--- src/pkg/smie_pkg.sv ---
// shared constants for the shift / move / indirect-load execution block
// assumes one core clock; the register file and the decoder sit outside
package smie_pkg;

    // data path and address widths
    localparam int          DATA_W        = 8;
    localparam int          FILE_AW       = 7;
    localparam int          PTR_W         = 16;
    localparam int          OFS_W         = 6;

    // operation codes presented by the decoder
    localparam logic [1:0]  OP_SHIFT      = 2'h0;   // logical right shift through carry
    localparam logic [1:0]  OP_MOVE       = 2'h1;   // move file register, zero test
    localparam logic [1:0]  OP_INDIRECT   = 2'h2;   // indirect load into working reg
    localparam logic [1:0]  OP_NONE       = 2'h3;   // not served, ignored

    // pointer update codes for the indirect load
    localparam logic [1:0]  MODE_PRE_INC  = 2'h0;
    localparam logic [1:0]  MODE_PRE_DEC  = 2'h1;
    localparam logic [1:0]  MODE_POST_INC = 2'h2;
    localparam logic [1:0]  MODE_POST_DEC = 2'h3;

    // destination select
    localparam logic        DEST_WREG     = 1'b0;
    localparam logic        DEST_FILE     = 1'b1;

    // file addresses of the two indirect windows
    localparam logic [6:0]  WIN0_ADDR     = 7'h00;
    localparam logic [6:0]  WIN1_ADDR     = 7'h01;

    // reset values
    localparam logic [7:0]  WREG_RST      = 8'h00;
    localparam logic [15:0] PTR_RST       = 16'h0000;
    localparam logic        FLAG_RST      = 1'b0;

    // field positions of the shift
    localparam int          SHIFT_MSB     = 7;
    localparam int          SHIFT_LSB     = 0;

endpackage : smie_pkg

--- src/smie_exec.sv ---
// execution logic for right shift, move-file and indirect load
// assumes a register file that answers a read one cycle after rdReq,
// and a decoder that holds each operation for one cycle on opValid
// the package supplies widths, codes, window addresses and reset values
// every output comes straight from a flip-flop of the state register
//
// timing of one operation, counted from the edge that takes it:
//   cycle 1  rdReq high, rdAddr holds the access address, busy high
//   cycle 2  the register file drives rdData, busy still high
//   cycle 3  opDone high, results and wrReq visible, busy low
// a new operation may be presented in cycle 3, so one op every three
// cycles; requests seen while busy are dropped, not queued
// pointer steps of the indirect load show already in cycle 1
//
// Function
// - shift right, zero into bit 7, bit 0 to carry
// - shift destination bit selects working or file register
// - move copies file register to chosen destination
// - move updates zero flag for both destinations
// - indirect load fills working register, updates zero
// - two-bit mode picks pre/post increment/decrement
// - offset form adds signed offset, pointer kept
// - pointer ends plus one, minus one or unchanged
// - two pointers chosen by one index bit
// - window access redirected to pointer's address
// - pointer wraps at both ends of its range
module smie_exec #(
    parameter int PTR_W = smie_pkg::PTR_W,
    parameter int OFS_W = smie_pkg::OFS_W
) (
    input  wire logic                      clk_sys,
    input  wire logic                      rst,
    // operation request from the decoder
    input  wire logic                      opValid,
    input  wire logic [1:0]                opCode,
    input  wire logic [smie_pkg::FILE_AW-1:0] fileAddr,
    input  wire logic                      destSel,
    input  wire logic                      ptrSel,
    input  wire logic [1:0]                ptrModeCode,
    input  wire logic                      offsetForm,
    input  wire logic [OFS_W-1:0]          relOffset,
    // direct pointer load from the core
    input  wire logic                      ptrLoad,
    input  wire logic                      ptrLoadSel,
    input  wire logic [PTR_W-1:0]          ptrLoadValue,
    // register file
    input  wire logic [smie_pkg::DATA_W-1:0] rdData,
    output logic                           rdReq,
    output logic [PTR_W-1:0]               rdAddr,
    output logic                           wrReq,
    output logic [PTR_W-1:0]               wrAddr,
    output logic [smie_pkg::DATA_W-1:0]    wrData,
    // architectural state
    output logic [smie_pkg::DATA_W-1:0]    wRegValue,
    output logic                           carryFlag,
    output logic                           zeroFlag,
    output logic [PTR_W-1:0]               ptr0Value,
    output logic [PTR_W-1:0]               ptr1Value,
    // progress
    output logic                           busy,
    output logic                           opDone
);

    // refuse widths the arithmetic cannot serve
    if (PTR_W < smie_pkg::FILE_AW || PTR_W > 16) begin : g_chk_ptr
        $error("smie_exec: PTR_W must lie between FILE_AW and 16");
    end
    if (OFS_W < 2 || OFS_W > PTR_W) begin : g_chk_ofs
        $error("smie_exec: OFS_W must lie between 2 and PTR_W");
    end
    // the shift slices and the zero test assume an 8-bit data word
    if (smie_pkg::DATA_W != 8) begin : g_chk_data
        $error("smie_exec: DATA_W must be 8");
    end
    if (smie_pkg::SHIFT_MSB != smie_pkg::DATA_W - 1 ||
        smie_pkg::SHIFT_LSB != 0) begin : g_chk_shift
        $error("smie_exec: shift field must span the data word");
    end
    // the two windows must decode to distinct file addresses
    if (smie_pkg::WIN0_ADDR == smie_pkg::WIN1_ADDR) begin : g_chk_win
        $error("smie_exec: window addresses must differ");
    end

    // one pointer step, sized to the pointer
    localparam logic [PTR_W-1:0] PTR_ONE = PTR_W'(1);

    // sequencer states, one-hot
    typedef enum logic [2:0] {
        ST_IDLE = 3'h1,
        ST_READ = 3'h2,
        ST_CAPT = 3'h4
    } smie_state_t;

    // every flip-flop of the block
    typedef struct packed {
        // sequencing
        smie_state_t                     state;
        logic [1:0]                      op;
        logic                            dest;
        // register-file access
        logic [PTR_W-1:0]                accAddr;
        logic                            rdReq;
        logic                            wrReq;
        logic [smie_pkg::DATA_W-1:0]     wrData;
        // working register and flags
        logic [smie_pkg::DATA_W-1:0]     wReg;
        logic                            carry;
        logic                            zero;
        // pointer pair
        logic [1:0][PTR_W-1:0]           ptr;
        // progress
        logic                            busy;
        logic                            done;
    } smie_regs_t;

    smie_regs_t st_q;
    smie_regs_t st_d;

    // zero test of an 8-bit result
    function automatic logic isZero(input logic [smie_pkg::DATA_W-1:0] v);
        isZero = (v == '0);
    endfunction : isZero

    // one step of a pointer; modular arithmetic wraps at both ends
    function automatic logic [PTR_W-1:0] stepPtr(input logic [PTR_W-1:0] p,
                                                 input logic             down);
        stepPtr = down ? (p - PTR_ONE) : (p + PTR_ONE);
    endfunction : stepPtr

    // signed offset widened to pointer width
    function automatic logic [PTR_W-1:0] signExt(input logic [OFS_W-1:0] k);
        signExt = {{(PTR_W - OFS_W){k[OFS_W-1]}}, k};
    endfunction : signExt

    // destination decode shared by shift and move
    function automatic logic destIsFile(input logic d);
        destIsFile = (d == smie_pkg::DEST_FILE);
    endfunction : destIsFile

    // next-state logic of the whole block
    // cur and nextPtr hold the selected pointer before and after its step,
    // addr the address of the read, res the 8-bit result of the operation
    // and toFile whether that result goes back to the file register;
    // all of them are cleared first so no latch is inferred
    always_comb begin
        logic [PTR_W-1:0]            cur;
        logic [PTR_W-1:0]            addr;
        logic [PTR_W-1:0]            nextPtr;
        logic [smie_pkg::DATA_W-1:0] res;
        logic                        toFile;
        cur     = '0;
        addr    = '0;
        nextPtr = '0;
        res     = '0;
        toFile  = 1'b0;
        // hold every field; strobes are one-cycle pulses cleared here
        st_d       = st_q;
        st_d.rdReq = 1'b0;
        st_d.wrReq = 1'b0;
        st_d.done  = 1'b0;
        unique case (st_q.state)
            ST_IDLE: begin
                // idle is the only state that takes a request
                if (opValid && opCode != smie_pkg::OP_NONE) begin
                    st_d.op    = opCode;
                    st_d.dest  = destSel;
                    st_d.state = ST_READ;
                    st_d.rdReq = 1'b1;
                    st_d.busy  = 1'b1;
                    if (opCode == smie_pkg::OP_INDIRECT) begin
                        // selected pointer before and after its step
                        cur     = st_q.ptr[ptrSel];
                        nextPtr = cur;
                        if (offsetForm) begin
                            // pointer itself is left alone
                            addr = cur + signExt(relOffset);
                        end else begin
                            unique case (ptrModeCode)
                                // pre modes access through the stepped value
                                smie_pkg::MODE_PRE_INC: begin
                                    nextPtr = stepPtr(cur, 1'b0);
                                    addr    = nextPtr;
                                end
                                smie_pkg::MODE_PRE_DEC: begin
                                    nextPtr = stepPtr(cur, 1'b1);
                                    addr    = nextPtr;
                                end
                                // post modes access through the old value
                                smie_pkg::MODE_POST_INC: begin
                                    nextPtr = stepPtr(cur, 1'b0);
                                    addr    = cur;
                                end
                                smie_pkg::MODE_POST_DEC: begin
                                    nextPtr = stepPtr(cur, 1'b1);
                                    addr    = cur;
                                end
                            endcase
                        end
                        st_d.ptr[ptrSel] = nextPtr;
                    end else if (fileAddr == smie_pkg::WIN0_ADDR) begin
                        // window has no storage: use the pointer's target
                        addr = st_q.ptr[0];
                    end else if (fileAddr == smie_pkg::WIN1_ADDR) begin
                        addr = st_q.ptr[1];
                    end else begin
                        addr = PTR_W'(fileAddr);
                    end
                    st_d.accAddr = addr;
                end else if (ptrLoad) begin
                    // direct load only when no operation is taken
                    st_d.ptr[ptrLoadSel] = ptrLoadValue;
                end
            end
            ST_READ: begin
                // register file answers during the next cycle
                st_d.state = ST_CAPT;
            end
            ST_CAPT: begin
                // form the result from the read answer
                unique case (st_q.op)
                    smie_pkg::OP_SHIFT: begin
                        // zero into the top, bottom bit out to carry
                        res        = {1'b0, rdData[smie_pkg::SHIFT_MSB:1]};
                        st_d.carry = rdData[smie_pkg::SHIFT_LSB];
                        toFile     = destIsFile(st_q.dest);
                    end
                    smie_pkg::OP_MOVE: begin
                        // copy as is; writing back to itself is a zero test
                        res    = rdData;
                        toFile = destIsFile(st_q.dest);
                    end
                    default: begin
                        // indirect load always lands in the working reg
                        res    = rdData;
                        toFile = 1'b0;
                    end
                endcase
                // zero flag follows the result for every operation here
                st_d.zero = isZero(res);
                // a file result leaves as a write, any other lands in the working reg
                if (toFile) begin
                    st_d.wrReq  = 1'b1;
                    st_d.wrData = res;
                end else begin
                    st_d.wReg   = res;
                end
                st_d.done  = 1'b1;
                st_d.busy  = 1'b0;
                st_d.state = ST_IDLE;
            end
            default: begin
                // illegal code: return to idle without side effects
                st_d.state = ST_IDLE;
                st_d.busy  = 1'b0;
            end
        endcase
    end

    // state register
    // asynchronous reset gives every field a constant value;
    // both pointers reset to the same value
    always_ff @(posedge clk_sys or posedge rst) begin
        if (rst) begin
            // sequencing and strobes
            st_q.state   <= ST_IDLE;
            st_q.op      <= smie_pkg::OP_NONE;
            st_q.dest    <= smie_pkg::DEST_WREG;
            st_q.accAddr <= '0;
            st_q.rdReq   <= 1'b0;
            st_q.wrReq   <= 1'b0;
            // results and flags
            st_q.wrData  <= '0;
            st_q.wReg    <= smie_pkg::WREG_RST;
            st_q.carry   <= smie_pkg::FLAG_RST;
            st_q.zero    <= smie_pkg::FLAG_RST;
            // pointers and progress
            st_q.ptr     <= {2{PTR_W'(smie_pkg::PTR_RST)}};
            st_q.busy    <= 1'b0;
            st_q.done    <= 1'b0;
        end else begin
            st_q <= st_d;
        end
    end

    // outputs straight from the state register
    // register-file strobes and address
    assign rdReq     = st_q.rdReq;
    assign rdAddr    = st_q.accAddr;
    assign wrReq     = st_q.wrReq;
    assign wrAddr    = st_q.accAddr;  // write-back goes where the read came from
    assign wrData    = st_q.wrData;

    // architectural state
    assign wRegValue = st_q.wReg;
    assign carryFlag = st_q.carry;
    assign zeroFlag  = st_q.zero;
    assign ptr0Value = st_q.ptr[0];
    assign ptr1Value = st_q.ptr[1];

    // progress
    assign busy      = st_q.busy;
    assign opDone    = st_q.done;

endmodule : smie_exec

--- config.mk ---
export PLATFORM = sky130hd
export DESIGN_NAME = smie_exec
export DESIGN_NICKNAME = d
export VERILOG_FILES = /design/src/pkg/smie_pkg.sv /design/src/smie_exec.sv
export SDC_FILE = /design/constraint.sdc
export NUM_CORES = 1
export LEC_CHECK = 0
export ABC_AREA = 1
export ABC_CLOCK_PERIOD_IN_PS = 7450
export BUFFER_PORTS_ARGS = -buffer_cell sky130_fd_sc_hd__clkbuf_2
export CAP_MARGIN = 20
export CORE_MARGIN = 8
export CORE_UTILIZATION = 30
export CTS_BUF_LIST = sky130_fd_sc_hd__clkbuf_4
export CTS_CLUSTER_DIAMETER = 60
export CTS_CLUSTER_SIZE = 14
export DETAILED_ROUTE_END_ITERATION = 10
export PLACE_DENSITY = 0.53
export SYNTH_ARGS = -nofsm -noshare
export SYNTH_HDL_FRONTEND = slang
export SYNTH_SLANG_ARGS = --single-unit
--- constraint.sdc ---
create_clock -name clk_sys -period 7.45 [get_ports clk_sys]
set_input_delay 2.235 -clock clk_sys [delete_from_list [all_inputs] [get_ports clk_sys]]
set_output_delay 2.235 -clock clk_sys [all_outputs]
set_load 0.03 [all_outputs]
==> metrics.txt <==
outcome=finished clean; Worst setup SP type=input pin; Hold Startpoint=st_q[75]$_DFFE_PP0P_; crit path from=ptrSel; Cell Rows=56; I/O Pins=135; reg2reg start=st_q[73]$_DFFE_PP1P_; Logic pwr share=0.640; sw frac=0.580; NumNets Final=1135; clk slew on worst S/H paths=0.17 ns; post_cts resized=0; Post CTS Setup Buffer Count=0; die footprint=28400 um^2; Crit Path Category=input pin to flip-flop; hold buffer count at CTS=0; CP endpoint kind=flip-flop; cell count after synthesis=1030; setup TNS=0 ns; Leak=3.86 nW; initial drt markers=559; sw power=1.70 mW; total global routing overflow=0; synth unique cells=44; layout cells sized above 1=0.211; Max IR drop VDD=0.000134 V; CTS tree=done; Reg power frac=0.268; vias per std cell=5.05; clock sink total=76; port bufs=134; post-synthesis sequential area ratio=0.273; core area=23100 um^2; worst-skew pair later-pin latency=0.49 ns; reg-to-reg slack, setup=4.66 ns; first-pass GRT wire length=38400 um; Worst Max-Slew Pin Slew=0.921 ns; Hold Fails Final Rpt=0; flops & latches, synth=76; Synth Flop Type=dfrtp_1; EDFF count, synth=0; Layout Skew=0.0285 ns; RSZ-0062 raised after global routing=false; Placer Congestion=0.915; H-Tree Depth=3; Worst EP required=7.88 ns; final instance count without filler cells=1364; cts bufs inserted=9; final WL=24100 um; DR vias=6894; PwrDens=393 nW/um^2; CP arrival=5.09 ns; Worst Reg-to-Reg Cells=8; fin. max-slew vios=0; FF-to-FF End=rdAddr[7]$_DFFE_PP0P_; DRC=0; # fillers=2560; Int Pwr=1.23 mW; clock root cell=clkbuf_4; initial core utilization=0.302; shortest period the worst path allows=4.65 ns; Clk pwr share=0.092; DP HPWL=18600 um; fmax=215 MHz; largest net degree at the start of global routing=77; end point of the critical path=rdAddr[14]$_DFFE_PP0P_; Global Route Usage Sum=0.170; initial antenna violation count=2; Clock Tree Buf Depth=2; Ys Warns=0; vias in the first global route=6664; Post-Syn Area=6980 um^2; hold_ws=0.476 ns; Synth-to-Final Area Change=7.21%; Post-Syn Nets=1097; Max-Cap Viols=0; drt wl/cell=17.7 um; final setup vio count=0; hold crit path type=flip-flop to flip-flop; Die Y=168 um; DP Cell Count=1346; DRT Pass-1 Iters=8; slew margin rel.=0.385; crit share post-route=0.625; ANT nets after route=0; Die W=168 um; Post-synth ARST share=1.00; peak fanout along the critical path=29; syn avg cell area=6.77 um^2
## critical path, cell delays in order
cell and delay (ns):
clkbuf_2 0.31, buf_4 0.39, inv_2 0.28, nand2_2 0.15
nand2_4 0.10, ha_1 0.36, nand2_1 0.08, o21ai_0 0.41
nand2_1 0.09, nand2_1 0.09, nand3_1 0.12, nand2_1 0.09
nand2_1 0.05, nand3_1 0.06, nand3_1 0.09, a21oi_1 0.13
## cells in the mapped netlist, types with 4 or more instances
cell | instances | share of area
nor2_4 | 5 | 0.0081
a21oi_1 | 71 | 0.051
nor3_1 | 5 | 0.0036
nand2_2 | 16 | 0.014
buf_4 | 81 | 0.087
ha_1 | 17 | 0.030
a21boi_1 | 18 | 0.019
clkbuf_1 | 26 | 0.014
nand2_4 | 9 | 0.015
a31oi_1 | 6 | 0.0054
a21o_1 | 4 | 0.0043
nand4_1 | 9 | 0.0081
nand3_1 | 110 | 0.079
o21ai_1 | 6 | 0.0043
nand2_1 | 246 | 0.13
xor2_1 | 11 | 0.014
o22ai_1 | 13 | 0.012
dfrtp_1 | 73 | 0.26
nor2_1 | 78 | 0.042
inv_1 | 93 | 0.050
buf_2 | 9 | 0.0065
nor2_2 | 5 | 0.0045
o21ai_0 | 49 | 0.035
mux2_2 | 13 | 0.021
o211ai_1 | 10 | 0.011
xnor2_1 | 5 | 0.0063
a22oi_1 | 11 | 0.012
o21bai_1 | 5 | 0.0054
## cell type report
type	instances	area [um^2]	share of cell area
Timing Repair Buffer	146	781	0.104
Clock inverter	7	65.1	0.00870
Inverter	95	358	0.0478
Sequential cell	76	1910	0.255
Multi-Input combinational cell	740	3940	0.526
Antenna cell	1	2.50	0.000335
Tap cell	290	363	0.0485
Clock buffer	9	67.6	0.00903
## registers in the layout (all words and copies together) (netlist names), 6 cells and up
name	flops
ptr0Value	16
ptr1Value	16
rdAddr	16
wRegValue	8
wrData	8
st_q	6
## worst min-delay path by stage
stage	to	cells past startpoint
final	st_q[75]$_DFFE_PP0P_	1
after global routing	st_q[75]$_DFFE_PP0P_	1
after CTS	st_q[75]$_DFFE_PP0P_	1
after detailed placement	st_q[75]$_DFFE_PP0P_	1
after global placement	st_q[75]$_DFFE_PP0P_	1
after floorplan	st_q[75]$_DFFE_PP0P_	1
## per-stage QoR
step | setup slack [ns] | utilization | power [mW] | cell area, um^2
finish | 2.80 | 0.323 | 2.94 | 7480
global route | 2.54 | 0.323 | 3.17 | 7480
CTS | 2.88 | 0.322 | 2.95 | 7450
detailed placement | 2.34 | 0.316 | 2.68 | 7320
global placement | 2.35 | 0.316 | 2.67 | 7320
floorplan | 3.26 | - | 2.40 | 6980
## metal layers
| metal | GRT usage | share of wire |
|---|---|---|
| met3 | 0.0345 | 0.073 |
| met1 | 0.230 | 0.45 |
| met5 | 0 | 0.00037 |
| met4 | 0.0582 | 0.020 |
| met2 | 0.268 | 0.45 |
## power by group through the flow
stage	sequential [mW]	clock, mW	combinational [mW]
final	0.787	0.269	1.88
after global placement	0.800	0	1.87
after global routing	0.818	0.291	2.06
after floorplan	0.739	0	1.66
after detailed placement	0.799	0	1.88
after CTS	0.790	0.280	1.88
## layout by cell type (no fill, tap or decap), types with 2 or more instances in the layout
cell / n
dfstp_2: 3
a21oi_1: 71
o21ai_4: 2
inv_8: 2
nor2_2: 5
ha_1: 17
inv_6: 3
o21bai_1: 5
xor2_1: 11
a22oi_1: 11
nor2_4: 5
clkbuf_4: 9
nor2_1: 78
nand2_4: 9
xnor2_1: 5
buf_4: 11
nor3_1: 5
nand3_1: 110
inv_1: 92
o211ai_1: 10
o21ai_0: 49
a31oi_1: 6
nand2_1: 246
nand4_1: 9
o21ai_1: 4
mux2_2: 13
clkbuf_2: 134
a21boi_1: 18
o22ai_1: 13
nor4_1: 3
a21o_1: 4
nand2_2: 16
nand3_2: 2
o21ai_2: 5
dfrtp_1: 73
## logic make-up (layout without fill, tap and decap cells)
group                    after synthesis  count (layout)  synth area share
AND/OR/NAND/NOR                      491             491             0.317
buffers and inverters                214             257             0.164
AO/OA/AOI/OAI                        201             201             0.171
flip-flops                            76              76             0.273
adder cells (fa/ha/maj)               18              18            0.0334
XOR/XNOR                              16              16            0.0201
multiplexers                          14              14            0.0224
other                                  0               1                 0
Power figures use the tool's default switching activity.
